$ cat config.mk
export PLATFORM = sky130hd
export DESIGN_NAME = pst_regs
export DESIGN_NICKNAME = d
export VERILOG_FILES = /design/src/logic/pst_pkg.sv /design/src/logic/pst_regs.sv
export SDC_FILE = /design/constraint.sdc
export NUM_CORES = 1
export LEC_CHECK = 0
export ABC_CLOCK_PERIOD_IN_PS = 1540
export BUFFER_PORTS_ARGS = -buffer_cell sky130_fd_sc_hd__buf_2
export CELL_PAD_IN_SITES_DETAIL_PLACEMENT = 0
export CELL_PAD_IN_SITES_GLOBAL_PLACEMENT = 1
export CORE_ASPECT_RATIO = 1.25
export CORE_MARGIN = 5
export CORE_UTILIZATION = 42
export CTS_CLUSTER_DIAMETER = 80
export DETAILED_ROUTE_END_ITERATION = 8
export GPL_TIMING_DRIVEN = 0
export PLACE_DENSITY = 0.88
export SLEW_MARGIN = 10
export SYNTH_ARGS = -nofsm -noshare
export SYNTH_HDL_FRONTEND = slang
export SYNTH_SLANG_ARGS = --single-unit
$ cat constraint.sdc
create_clock -name clk -period 1.54 [get_ports clk]
set_input_delay 0.077 -clock clk [delete_from_list [all_inputs] [get_ports clk]]
set_output_delay 0.077 -clock clk [all_outputs]
set_load 0.01 [all_outputs]
$ cat src/logic/pst_pkg.sv
package pst_pkg;
    // ------------------------------------------------------------
    // Command codes
    // ------------------------------------------------------------
    localparam logic [7:0] CMD_COMM_STATUS = 8'h7e;
    localparam logic [7:0] CMD_VENDOR_STATUS = 8'h80;
    localparam logic [7:0] CMD_VIN = 8'h88;
    localparam logic [7:0] CMD_IIN = 8'h89;
    localparam logic [7:0] CMD_VOUT = 8'h8b;
    localparam logic [7:0] CMD_IOUT = 8'h8c;
    localparam logic [7:0] CMD_TEMP = 8'h8d;
    localparam logic [7:0] CMD_FREQ = 8'h95;
    localparam logic [7:0] CMD_SPEC_REV = 8'h98;
    localparam logic [7:0] CMD_MAKER_ID = 8'h99;
    localparam logic [7:0] CMD_MODEL = 8'h9a;
    localparam logic [7:0] CMD_MAKER_REV = 8'h9b;
    localparam logic [7:0] CMD_SERIAL = 8'h9e;
    localparam logic [7:0] CMD_STORE_ALL = 8'h15;
    localparam logic [7:0] CMD_CLEAR_FAULTS = 8'h03;

    // ------------------------------------------------------------
    // Field layouts and fixed values
    // ------------------------------------------------------------
    localparam int COMM_UNSUP_BIT = 7;
    localparam int COMM_BADDATA_BIT = 6;
    localparam int COMM_PEC_BIT = 5;
    localparam logic [7:0] COMM_IMPL_MASK = 8'he0;
    localparam logic [7:0] VENDOR_IMPL_MASK = 8'hfe;
    localparam int SUMMARY_COMM_BIT = 1;
    localparam logic [4:0] EXP_VIN = 5'h1b;
    localparam logic [4:0] EXP_CURRENT = 5'h1c;
    localparam logic [4:0] EXP_VOUT = 5'h17;
    localparam logic [4:0] EXP_UNITY = 5'h00;
    localparam logic [7:0] SPEC_REV_VALUE = 8'h33;
    localparam logic [7:0] BLOCK_COUNT = 8'h01;
    localparam logic [7:0] ID_RESET = 8'h00;
    localparam logic [7:0] MASK_RESET = 8'h00;
    localparam int NUM_ID = 4;

    // Host request toward the register bank
    typedef struct packed {
        logic valid;
        logic write;
        logic block;
        logic [7:0] code;
        logic [7:0] count;
        logic [7:0] data;
        logic pec_bad;
    } pst_req_t;

    // Answer toward the protocol engine
    typedef struct packed {
        logic valid;
        logic ack;
        logic [7:0] lo;
        logic [7:0] hi;
    } pst_rsp_t;

    // Raw telemetry samples from the measurement path
    typedef struct packed {
        logic [10:0] vin;
        logic [10:0] iin;
        logic [15:0] vout;
        logic [10:0] iout;
        logic [10:0] temp;
        logic [10:0] freq;
    } pst_tele_t;
endpackage : pst_pkg

$ cat src/logic/pst_regs.sv
module pst_regs (
    // Clock and reset
    input wire logic clk,
    input wire logic rstn,
    // Host command port from the protocol engine
    input wire pst_pkg::pst_req_t req,
    output pst_pkg::pst_rsp_t rsp,
    // Measurement path and converter state
    input wire pst_pkg::pst_tele_t tele,
    input wire logic tele_strobe,
    input wire logic regulating_raw,
    // Vendor fault events, bit 7..1 of the vendor byte
    input wire logic [7:1] vendor_event,
    // Alert masks for the two status bytes
    input wire logic [7:0] comm_alert_mask,
    input wire logic [7:0] vendor_alert_mask,
    // Nonvolatile store port
    output logic nv_store,
    output logic [31:0] nv_data,
    // Status summary and alert
    output logic summary_comm,
    output logic host_alert_output_n
);
    // ------------------------------------------------------------
    // State
    // ------------------------------------------------------------
    logic reg_s1;
    logic regulating;
    logic [7:0] comm_status;
    logic [7:0] vendor_status;
    pst_pkg::pst_tele_t snap;
    logic [7:0] id_val [pst_pkg::NUM_ID];
    logic [1:0] id_sel;
    logic id_hit;
    logic ro_hit;
    logic gated_hit;
    logic known;
    logic wr_unsup;
    logic wr_bad;
    logic [15:0] next_word;
    logic next_ack;

    // Regulating level arrives from the analog side
    always_ff @(posedge clk or negedge rstn) begin
        if (!rstn) begin
            reg_s1 <= 1'b0;
            regulating <= 1'b0;
        end else begin
            reg_s1 <= regulating_raw;
            regulating <= reg_s1;
        end
    end

    // ------------------------------------------------------------
    // Decode
    // ------------------------------------------------------------
    // Identity codes map onto a four entry array
    always_comb begin
        id_hit = 1'b1;
        id_sel = 2'd0;
        case (req.code)
            pst_pkg::CMD_MAKER_ID: id_sel = 2'd0;
            pst_pkg::CMD_MODEL: id_sel = 2'd1;
            pst_pkg::CMD_MAKER_REV: id_sel = 2'd2;
            pst_pkg::CMD_SERIAL: id_sel = 2'd3;
            default: id_hit = 1'b0;
        endcase
    end

    // Read-only codes and those gated by regulation
    always_comb begin
        case (req.code)
            pst_pkg::CMD_COMM_STATUS, pst_pkg::CMD_VENDOR_STATUS,
            pst_pkg::CMD_VIN, pst_pkg::CMD_IIN, pst_pkg::CMD_VOUT,
            pst_pkg::CMD_IOUT, pst_pkg::CMD_TEMP, pst_pkg::CMD_FREQ,
            pst_pkg::CMD_SPEC_REV: ro_hit = 1'b1;
            default: ro_hit = 1'b0;
        endcase
        gated_hit = (req.code == pst_pkg::CMD_IIN) || (req.code == pst_pkg::CMD_VOUT) ||
            (req.code == pst_pkg::CMD_IOUT) || (req.code == pst_pkg::CMD_FREQ);
        known = ro_hit || id_hit || (req.code == pst_pkg::CMD_STORE_ALL) ||
            (req.code == pst_pkg::CMD_CLEAR_FAULTS);
    end

    // Write classification
    always_comb begin
        wr_unsup = req.valid && req.write && !req.pec_bad && (!known || ro_hit);
        wr_bad = req.valid && req.write && !req.pec_bad && id_hit &&
            (!req.block || req.count != pst_pkg::BLOCK_COUNT);
    end

    // ------------------------------------------------------------
    // Read mux
    // ------------------------------------------------------------
    always_comb begin
        next_word = 16'h0000;
        next_ack = 1'b1;
        case (req.code)
            pst_pkg::CMD_COMM_STATUS: next_word = {8'h00, comm_status & pst_pkg::COMM_IMPL_MASK};
            pst_pkg::CMD_VENDOR_STATUS:
                next_word = {8'h00, vendor_status & pst_pkg::VENDOR_IMPL_MASK};
            pst_pkg::CMD_VIN: next_word = {pst_pkg::EXP_VIN, snap.vin};
            pst_pkg::CMD_IIN: next_word = {pst_pkg::EXP_CURRENT, snap.iin};
            pst_pkg::CMD_VOUT: next_word = snap.vout;
            pst_pkg::CMD_IOUT: next_word = {pst_pkg::EXP_CURRENT, snap.iout};
            pst_pkg::CMD_TEMP: next_word = {pst_pkg::EXP_UNITY, snap.temp};
            pst_pkg::CMD_FREQ: next_word = {pst_pkg::EXP_UNITY, snap.freq};
            pst_pkg::CMD_SPEC_REV: next_word = {8'h00, pst_pkg::SPEC_REV_VALUE};
            pst_pkg::CMD_MAKER_ID, pst_pkg::CMD_MODEL, pst_pkg::CMD_MAKER_REV,
            pst_pkg::CMD_SERIAL: next_word = {id_val[id_sel], pst_pkg::BLOCK_COUNT};
            default: next_ack = 1'b0;
        endcase
        if (gated_hit && !regulating) begin
            next_ack = 1'b0;
        end
        if (req.write) begin
            next_ack = !wr_unsup && !wr_bad && !req.pec_bad;
            next_word = 16'h0000;
        end
        // Bad PEC refuses reads as well as writes
        if (req.pec_bad) begin
            next_ack = 1'b0;
        end
    end

    // Answer registered one cycle after the request
    always_ff @(posedge clk or negedge rstn) begin
        if (!rstn) begin
            rsp <= '0;
        end else begin
            rsp.valid <= req.valid;
            rsp.ack <= req.valid && next_ack;
            rsp.lo <= next_word[7:0];
            rsp.hi <= next_word[15:8];
        end
    end

    // ------------------------------------------------------------
    // Telemetry snapshot
    // ------------------------------------------------------------
    // Whole sample taken at once so a read never mixes two samples
    always_ff @(posedge clk or negedge rstn) begin
        if (!rstn) begin
            snap <= '0;
        end else if (tele_strobe) begin
            snap <= tele;
        end
    end

    // ------------------------------------------------------------
    // Identity registers
    // ------------------------------------------------------------
    always_ff @(posedge clk or negedge rstn) begin
        if (!rstn) begin
            for (int i = 0; i < pst_pkg::NUM_ID; i++) begin
                id_val[i] <= pst_pkg::ID_RESET;
            end
        end else if (req.valid && req.write && id_hit && !wr_bad && !req.pec_bad) begin
            id_val[id_sel] <= req.data;
        end
    end

    // Store-all copies value bytes only, count is constant
    always_ff @(posedge clk or negedge rstn) begin
        if (!rstn) begin
            nv_store <= 1'b0;
            nv_data <= 32'h0000_0000;
        end else begin
            nv_store <= req.valid && req.write && !req.pec_bad &&
                (req.code == pst_pkg::CMD_STORE_ALL);
            nv_data <= {id_val[3], id_val[2], id_val[1], id_val[0]};
        end
    end

    // ------------------------------------------------------------
    // Status bytes
    // ------------------------------------------------------------
    // Sticky comm flags; a new event wins over clear-faults
    always_ff @(posedge clk or negedge rstn) begin
        if (!rstn) begin
            comm_status <= 8'h00;
        end else begin
            if (req.valid && req.write && !req.pec_bad &&
                    req.code == pst_pkg::CMD_CLEAR_FAULTS) begin
                comm_status <= 8'h00;
            end
            if (req.valid && req.pec_bad) begin
                comm_status[pst_pkg::COMM_PEC_BIT] <= 1'b1;
            end
            if (wr_unsup) begin
                comm_status[pst_pkg::COMM_UNSUP_BIT] <= 1'b1;
            end
            if (wr_bad) begin
                comm_status[pst_pkg::COMM_BADDATA_BIT] <= 1'b1;
            end
        end
    end

    // Sticky vendor flags, cleared by clear-faults, event wins
    always_ff @(posedge clk or negedge rstn) begin
        if (!rstn) begin
            vendor_status <= 8'h00;
        end else begin
            if (req.valid && req.write && !req.pec_bad &&
                    req.code == pst_pkg::CMD_CLEAR_FAULTS) begin
                vendor_status <= {vendor_event, 1'b0};
            end else begin
                vendor_status <= vendor_status | {vendor_event, 1'b0};
            end
        end
    end

    // Summary and alert, mask bit high suppresses the alert
    always_ff @(posedge clk or negedge rstn) begin
        if (!rstn) begin
            summary_comm <= 1'b0;
            host_alert_output_n <= 1'b1;
        end else begin
            summary_comm <= |(comm_status & pst_pkg::COMM_IMPL_MASK);
            host_alert_output_n <=
                !(|(comm_status & ~comm_alert_mask & pst_pkg::COMM_IMPL_MASK) ||
                  |(vendor_status & ~vendor_alert_mask & pst_pkg::VENDOR_IMPL_MASK));
        end
    end

    // ------------------------------------------------------------
    // Checks
    // ------------------------------------------------------------
    // Output current refused idle
    gated_nak_a: assert property (@(posedge clk) disable iff (!rstn)
        req.valid && !req.write && req.code == pst_pkg::CMD_IOUT && !regulating
        |=> rsp.valid && !rsp.ack)
        else $error("output current acked while not regulating");
    iin_nak_a: assert property (@(posedge clk) disable iff (!rstn)
        req.valid && !req.write && req.code == pst_pkg::CMD_IIN && !regulating |=> !rsp.ack)
        else $error("input current acked while not regulating");
    vout_nak_a: assert property (@(posedge clk) disable iff (!rstn)
        req.valid && !req.write && req.code == pst_pkg::CMD_VOUT && !regulating |=> !rsp.ack)
        else $error("output voltage acked while not regulating");
    freq_nak_a: assert property (@(posedge clk) disable iff (!rstn)
        req.valid && !req.write && req.code == pst_pkg::CMD_FREQ && !regulating |=> !rsp.ack)
        else $error("frequency acked while not regulating");
    rev_value_a: assert property (@(posedge clk) disable iff (!rstn)
        req.valid && !req.write && !req.pec_bad && req.code == pst_pkg::CMD_SPEC_REV
        |=> rsp.ack && rsp.lo == 8'h33)
        else $error("spec revision wrong");
    vin_exp_a: assert property (@(posedge clk) disable iff (!rstn)
        req.valid && !req.write && req.code == pst_pkg::CMD_VIN |=> rsp.hi[7:3] == 5'b11011)
        else $error("input voltage exponent wrong");
    iin_exp_a: assert property (@(posedge clk) disable iff (!rstn)
        req.valid && !req.write && req.code == pst_pkg::CMD_IIN |=> rsp.hi[7:3] == 5'b11100)
        else $error("input current exponent wrong");
    iout_exp_a: assert property (@(posedge clk) disable iff (!rstn)
        req.valid && !req.write && req.code == pst_pkg::CMD_IOUT |=> rsp.hi[7:3] == 5'b11100)
        else $error("output current exponent wrong");
    temp_exp_a: assert property (@(posedge clk) disable iff (!rstn)
        req.valid && !req.write && req.code == pst_pkg::CMD_TEMP |=> rsp.hi[7:3] == 5'b00000)
        else $error("temperature exponent wrong");
    freq_exp_a: assert property (@(posedge clk) disable iff (!rstn)
        req.valid && !req.write && req.code == pst_pkg::CMD_FREQ |=> rsp.hi[7:3] == 5'b00000)
        else $error("frequency exponent wrong");
    vout_raw_a: assert property (@(posedge clk) disable iff (!rstn)
        req.valid && !req.write && req.code == pst_pkg::CMD_VOUT
        |=> {rsp.hi, rsp.lo} == $past(snap.vout))
        else $error("output voltage word not the snapshot");
    comm_zero_a: assert property (@(posedge clk) disable iff (!rstn)
        req.valid && !req.write && req.code == pst_pkg::CMD_COMM_STATUS |=> rsp.lo[4:0] == 5'h00)
        else $error("comm status low bits not zero");
    vendor_zero_a: assert property (@(posedge clk) disable iff (!rstn)
        req.valid && !req.write && req.code == pst_pkg::CMD_VENDOR_STATUS
        |=> rsp.lo[0] == 1'b0 && rsp.hi == 8'h00)
        else $error("vendor status bit 0 not zero");
    pec_flag_a: assert property (@(posedge clk) disable iff (!rstn)
        req.valid && req.pec_bad |=> comm_status[5] && rsp.valid && !rsp.ack)
        else $error("bad PEC not flagged");
    bad_count_a: assert property (@(posedge clk) disable iff (!rstn)
        req.valid && req.write && !req.pec_bad && req.code == pst_pkg::CMD_MAKER_ID &&
        req.count != 8'h01 |=> comm_status[6] && !rsp.ack)
        else $error("bad block count not flagged");
    ro_write_a: assert property (@(posedge clk) disable iff (!rstn)
        req.valid && req.write && !req.pec_bad && req.code == pst_pkg::CMD_VIN
        |=> comm_status[7] ##1 summary_comm)
        else $error("read-only write not flagged");
    ro_nak_a: assert property (@(posedge clk) disable iff (!rstn)
        req.valid && req.write && !req.pec_bad && ro_hit |=> rsp.valid && !rsp.ack)
        else $error("read-only write acked");
    comm_summary_a: assert property (@(posedge clk) disable iff (!rstn)
        comm_status[7:5] != 3'b000 |=> summary_comm)
        else $error("summary bit not set");
    block_cnt_a: assert property (@(posedge clk) disable iff (!rstn)
        req.valid && !req.write && req.code == pst_pkg::CMD_SERIAL |=> rsp.lo == 8'h01)
        else $error("block count not one");
    id_store_a: assert property (@(posedge clk) disable iff (!rstn)
        req.valid && req.write && !req.pec_bad && req.code == pst_pkg::CMD_STORE_ALL
        |=> nv_store && nv_data == {id_val[3], id_val[2], id_val[1], id_val[0]})
        else $error("store-all did not hand over identity bytes");
    vendor_high_a: assert property (@(posedge clk) disable iff (!rstn)
        vendor_event[7] |=> vendor_status[7])
        else $error("vendor bit 7 not latched");
    vendor_low_a: assert property (@(posedge clk) disable iff (!rstn)
        vendor_event[1] |=> vendor_status[1])
        else $error("vendor bit 1 not latched");
    snap_hold_a: assert property (@(posedge clk) disable iff (!rstn)
        !tele_strobe |=> $stable(snap))
        else $error("snapshot changed without strobe");
    alert_low_a: assert property (@(posedge clk) disable iff (!rstn)
        vendor_status[7] && !vendor_alert_mask[7] |=> !host_alert_output_n)
        else $error("alert not driven");
endmodule : pst_regs

**After elaboration in Yosys (flattened, before gate mapping)**

Cells that the tools add are included.

- Add/subtract/negate cells: 0
- Multipliers: 0
- Div/mod/pow operators: 0
- Order comparisons: 2
- Equality and inequality tests: 16
- Shifts and indexed selects: 0
- Mux-type cells: 20
- Bitwise operators: 6
- Reductions and logical operators: 41

Operator list:

| cell | number |
|---|---|
| 16-bit one-hot mux with 10 select lines | 1 |
| 8-bit == test (second input constant) | 12 |
| 8-bit 2-to-1 mux | 5 |
| 32-bit bitwise mux | 1 |
| 8-bit AND | 2 |
| 8-bit binary-select mux with 2-bit select | 1 |
| 8-bit demux with 2-bit select | 1 |
| 1-bit logical AND | 16 |
| 16-bit 2-to-1 mux | 1 |
| 8-bit NOT | 2 |
| 13-bit OR reduction | 1 |
| 1-bit logical OR | 9 |
| 1-bit 2-to-1 mux | 9 |
| 9-bit OR reduction | 1 |
| 8-bit by 2-bit == test with 1-bit output (second input constant) | 1 |
| 8-bit by 5-bit == test with 1-bit output (second input constant) | 1 |
| 8-bit by 7-bit == test with 1-bit output (second input constant) | 1 |
| 8-bit by 1-bit != test with 1-bit output (second input constant) | 1 |
| 8-bit bitwise OR | 1 |
| 1-bit zero test | 7 |
| 7-bit OR reduction | 1 |
| 2-bit one-hot mux with 3 select lines | 1 |
| 2-bit nonzero test | 3 |
| 3-bit OR reduction | 2 |
| other kinds (4) | 4 |

- Bits in registers: 169
- Bits in latches: 0
- RAM bits: 0
- ROM bits: 0
- Input bits: 126
- Output and inout bits: 53
- Logic and storage cells: 109
- Memories kept: 0

**Longest topological paths before layout**

- Depth after elaboration: 15
- Depth in mapped cells: 8
- Gate-level depth less buffers: 5

**Worst setup path after synthesis**

No wires, ideal clock.

- Path type: in2reg
- Start point: input req[23] (netlist name)
- End point: register id_val[0] (netlist name)
- Library setup time: 0.125 ns
- Data arrival time: 1.610 ns
- Data required time: 1.415 ns
- Slack: -0.195 ns
- Cell stages on the path: 7
- Buffers on the path: 2
- Path through: and4bb_2 > buf_2 > nand4_1 > nor3_1 > and2_1 > buf_2 > mux2_2

- Longest elaborated chain between the ends: 8
- Elaborated cells on any way between the ends: 20
- Classes of those cells: order compare: 2; eq/ne: 4; mux: 5; bitwise: 1; reduce/logical: 8

RTL lines:

| element | line | source |
|---|---|---|
| from (decl) | pst_regs.sv:6 | `input wire pst_pkg::pst_req_t req,` |
| 8-bit == test | pst_regs.sv:61 | `case (req.code)` |
| 2-bit one-hot mux with 3 select lines / 4-bit OR reduction (equally long branches) | - |  |
| 2-bit NOT with 3-bit output (not written as such) / 1-bit 2-to-1 mux (equally long branches) | pst_regs.sv:159, pst_regs.sv:61 |  |
| 3-bit greater-or-equal comparator (not written as such), or another cell as far along | pst_regs.sv:159 | `id_val[id_sel] <= req.data;` |
| 1-bit logical AND (on tied branches) | pst_regs.sv:159, pst_regs.sv:88 |  |
| 8-bit 2-to-1 mux (not written as such) / 1-bit zero test (equally long branches) | pst_regs.sv:159, pst_regs.sv:158 |  |
| 8-bit demux with 2-bit select / 1-bit logical AND (equally long branches) | pst_regs.sv:159, pst_regs.sv:158 |  |
| 32-bit bitwise mux / 1-bit logical AND (equally long branches) | pst_regs.sv:159, pst_regs.sv:158 |  |
| to (signal, indexed assignment) | pst_regs.sv:156 | `id_val[i] <= pst_pkg::ID_RESET;` |
| to (signal, indexed assignment) | pst_regs.sv:159 |  |
| to (decl) | pst_regs.sv:32 | `logic [7:0] id_val [pst_pkg::NUM_ID];` |

Several ways; a longest one is shown, not always the timed one.
A chain may end at the register's enable or synchronous reset.

**Final worst setup path**

- Start point: input req[21] (netlist name)
- End point: register rsp[2] (netlist name)

- Longest elaborated chain between the ends: 8
- Elaborated cells on any way between the ends: 21
- Classes of those cells: eq/ne: 13; mux: 6; bitwise: 1; reduce/logical: 1

RTL lines:

| element | line | source |
|---|---|---|
| 8-bit == test | pst_regs.sv:61, pst_regs.sv:98 |  |
| 2-bit one-hot mux with 3 select lines | pst_regs.sv:61 |  |
| 2-bit NOT with 3-bit output (not written as such) | pst_regs.sv:110 | `pst_pkg::CMD_SERIAL: next_word = {id_val[id_sel], pst_pkg::BLOCK_COUNT};` |
| 8-bit binary-select mux with 2-bit select | pst_regs.sv:110 |  |
| 8-bit 2-to-1 mux (not written as such) (2 in a row) | pst_regs.sv:110 |  |
| 16-bit one-hot mux with 10 select lines * | pst_regs.sv:98 | `case (req.code)` |
| 16-bit 2-to-1 mux * | pst_regs.sv:116 | `if (req.write) begin` |
| named net next_word[10] | pst_regs.sv:40 | `logic [15:0] next_word;` |
| to (decl) | pst_regs.sv:7 | `output pst_pkg::pst_rsp_t rsp,` |

Mark *: on every way through the listed nets, which the timed path passes. The rest lies on a longest branch. The select of a mux whose other input is x is not followed.

==> results.yml <==
hold_path:
  end_point_of_the_worst_hold_path: "host_alert_output_n$_DFF_PN1_"
  worst_hold_class: "in2reg"
  hold-path-cell-count: 3
  hold_path.startpoint: "comm_alert_mask[5]"
synthesis:
  netlist-cell-type-count: 59
  yosys.area_share.adder_pct: 0
  synth_warn: 0
  synth.area.top_cells: "sky130_fd_sc_hd__dfrtp_1 (60%), sky130_fd_sc_hd__mux2_2 (17%), sky130_fd_sc_hd__mux2i_1 (1.6%), sky130_fd_sc_hd__nand2_1 (1.3%), sky130_fd_sc_hd__a221oi_1 (1.1%)"
  ys_dominant_reg_cell: "sky130_fd_sc_hd__dfrtp_1"
  synthCells: 519
  post_synth.cell_area_avg_um2: 13.5
  post_synth_xor_area_fraction_pct: 0.125
  post-synth-top-area-fraction_pct: 59.7
  synthArstFlopShare_pct: 100
  synth-compound-area-share_pct: 9.93
  synth_enable_flop_cells: 0
  synth_area_leader_cell: "sky130_fd_sc_hd__dfrtp_1"
  seq_area_frac_synth_pct: 60.1
  mux_contribution_to_synthesized_area_pct: 19.0
  synthSimpleGateAreaFrac_pct: 8.32
  syn_nets: 645
  ys_seq_elements: 168
  netlist_area_um2: 6990
  largest_family_of_logic_cells_by_synthesized_area: "multiplexers"
global_route:
  grt_start_max_net_pins: 107
  grt_first_pass_wirelength_mm: 33.1
  first_global_vias: 6186
  global_route_usage_over_all_layers_pct: 22.2
  grt_overflow: 0
  antenna_violations_before_repair: 2
cts:
  clock_path_buffers: 2
  cts.sinks: 168
  cts-buffers-inserted: 17
  cts.clk_slew.worst_paths_ps: 70
  clockRootBuffer: "sky130_fd_sc_hd__clkbuf_16"
  h_tree_depth: 4
  tritoncts: "yes"
  clkLatencyLatePin_ps: 430
floorplan:
  placement_rows: 52
  floorplan.die_area_um2: 19300
  boundaryPins: 179
  core_region_area_um2: 16300
  die-width_um: 125
  fp.dieH_um: 154
  initial_core_utilization_pct: 43.0
sta:
  worst-slew-pin-transition_ps: 746
  timing.hold.ws_ps: -9.47
  fmax_ghz: 0.668
  fin_crit_ps: 1500
  finalMaxSlewViolations: 0
  worst_slew_margin_rel_pct: 50.2
  setup_repair_after_global_routing_missed_its_margin: "yes"
  timing.final.setup_violations: 0
  number_of_hold_slack_violations_in_the_final_timing_report: 1
  clock-skew-final_ps: 8.51
  timing.final.crit_share_pct: 97.2
  setup_ws_ps: 42.7
power:
  finalPower_mw: 9.82
  pwr_density_cell_nw_per_um2: 981
  internal_power_mw: 7.36
  p_seq_share_pct: 48.0
  switching_share_pct: 25.1
  pwr-share-clk_pct: 42.1
  pwr-share-comb_pct: 10.0
  switching_power_mw: 2.47
  ir_worst_vdd_v: 0.000873
  power_leakage_nw: 4.75
run_status:
  failed_checks: "negative hold slack"
  status: "finished with violations"
detailed_routing:
  total_via_count_in_the_routed_design: 5606
  routed_wl_mm: 20.9
  route.detailed.vias_per_inst: 5.34
  drt_iter0_drc: 329
  detail_route.first_pass.iterations: 5
  detail-route-antenna-nets: 0
  routedWlPerCell_um: 20.0
  number_of_design_rule_violations_left_after_detail_routing: 0
critical_path:
  critPathCaptureType: "flop"
  cp_slowest_stage_delay_ps: 550
  critical_path_arrival_ps: 1840
  cpMaxStageDelayCell: "sky130_fd_sc_hd__or4b_4"
  crit_chain: "buf_2 > buf_8 > or4b_4 > nor3_4 > a41oi_1 > a31o_4 > buf_8 > a31oi_2"
  worst_ep_required_time_ps: 1890
  rr_worst_depth: 5
  timing.critical_path.from_type: "input port"
  critical_path.most_common_cell: "sky130_fd_sc_hd__buf_8"
  crit_buf_inv: 3
  regToRegEndpoint: "rsp[5]$_DFF_PN0_"
  critical_path.reg2reg.startpoint: "id_val[29]$_DFFE_PN0P_"
  r2r_setup_slack_ps: 90
  worst-path-max-fanout: 10
  cp_top_family: "simple AND/OR/NAND/NOR gates"
  worstSetupPathType: "in2reg"
placed_design:
  hpwlAfterDp_mm: 14.5
  buffer_ports.inserted: 171
  dpl_worst_slack_ps: -843
  globalplace.congestion: 0.863
final_layout:
  commonest_non_fill_non_tap_cell_in_the_layout: "sky130_fd_sc_hd__buf_2"
  layout.nets: 944
  areaGrowthSynthToFinish_pct: 43.2
  most_frequent_cells_in_the_layout: "sky130_fd_sc_hd__buf_2 (176), sky130_fd_sc_hd__dfrtp_1 (167), sky130_fd_sc_hd__dlygate4sd3_1 (101)"
  final_layout_size_suffix_gt1_share_pct: 44.8
  fin_util_pct: 61.6
job:
  max_capacitance_violation_total: 0
-- timing repair --
action / 4_1_cts / 5_1_grt
hold buffers: 102 / 0
hold endpoints to repair: 177 / 0
resized for setup: 12 / 18
buffers inserted: 3 / 6
setup endpoints to repair: 43 / 41
pin swaps: 4 / 4
-- Yosys cell counts, types with 5 or more instances --
library cell / n
sky130_fd_sc_hd__a22o_1: 8
sky130_fd_sc_hd__nand3_1: 7
sky130_fd_sc_hd__a31oi_1: 5
sky130_fd_sc_hd__a221oi_1: 9
sky130_fd_sc_hd__mux2_2: 108
sky130_fd_sc_hd__clkbuf_1: 19
sky130_fd_sc_hd__a22oi_1: 9
sky130_fd_sc_hd__o21ai_0: 8
sky130_fd_sc_hd__a21oi_1: 12
sky130_fd_sc_hd__nand2_1: 24
sky130_fd_sc_hd__mux2i_1: 11
sky130_fd_sc_hd__nor2_1: 16
sky130_fd_sc_hd__a2bb2oi_1: 6
sky130_fd_sc_hd__nor3_1: 8
sky130_fd_sc_hd__a21o_1: 8
sky130_fd_sc_hd__dfrtp_1: 167
sky130_fd_sc_hd__a31oi_2: 6
sky130_fd_sc_hd__and3_1: 6
sky130_fd_sc_hd__inv_1: 12
-- worst register-to-register path, cell delays in order (launching register included) --
cell	delay (ps)
sky130_fd_sc_hd__dfrtp_1	390
sky130_fd_sc_hd__mux2_2	270
sky130_fd_sc_hd__a22oi_1	150
sky130_fd_sc_hd__nor2_1	80
sky130_fd_sc_hd__a2111oi_2	340
sky130_fd_sc_hd__a21oi_2	100
-- per-stage QoR --
stage	TNS [ps]	area [um2]	cells
after floorplan	-1850	7100	519
after global placement	-363820	8230	906
after detailed placement	-41890	8270	907
after CTS	0	9930	1043
after global routing	-185	10000	1049
final	0	10000	1049
-- cell families (layout without fill, tap and decap cells) --
kind of cell,Yosys count,count (layout)
flip-flops,168,168
multiplexers,119,119
AND/OR/NAND/NOR,101,101
AO/OA/AOI/OAI,89,89
buffers and inverters,41,353
XOR/XNOR,1,1
other,0,2
-- state kept, by name, indices dropped and copies added, names as in the netlist, 3 cells and up --
name / cells
nv_data: 32
snap: 71
id_val: 32
comm_status: 3
rsp: 18
vendor_status: 7
-- worst max-delay path by stage --
stage                        from                          to  slack, ps  cells past startpoint
after floorplan           req[21]            rsp[6]$_DFF_PN0_        -80                      7
after global placement       rstn  vendor_status[2]$_DFF_PN0_      -1930                      1
after detailed placement  req[17]           rsp[15]$_DFF_PN0_       -840                      7
after CTS                 req[22]      id_val[17]$_DFFE_PN0P_          5                      8
after global routing      req[20]           rsp[13]$_DFF_PN0_        -30                      8
final                     req[21]            rsp[2]$_DFF_PN0_         40                      8
-- power by group through the flow --
stage	Sequential [mW]	Clock, mW	Combinational (mW)
6_report	4.71	4.13	0.981
2_1_floorplan	4.76	0	0.381
4_1_cts	4.71	4.19	0.962
3_5_place_dp	4.79	0	0.755
3_3_place_gp	4.78	0	0.721
5_1_grt	4.73	4.37	1.07
-- metal layers --
metal / wire length, um / vias up / global-route usage [%]
li1: - / 2521 / -
met1: 8010 / 2799 / 25.4
met2: 11000 / 229 / 39.5
met3: 1120 / 57 / 5.31
met4: 817 / 0 / 9.19
met5: 0 / - / 0
-- final cells by class --
class                      count  area (um2)
antenna                        2        5.00
buffer                        27         163
clock buffer                  18         439
clock inverter                14         149
fill                        1272        6250
inverter                      12        45.0
multi-input combinational    310        2770
sequential                   168        4210
tap                          216         270
timing repair buffer         282        1970
Power figures use the tool's default switching activity.
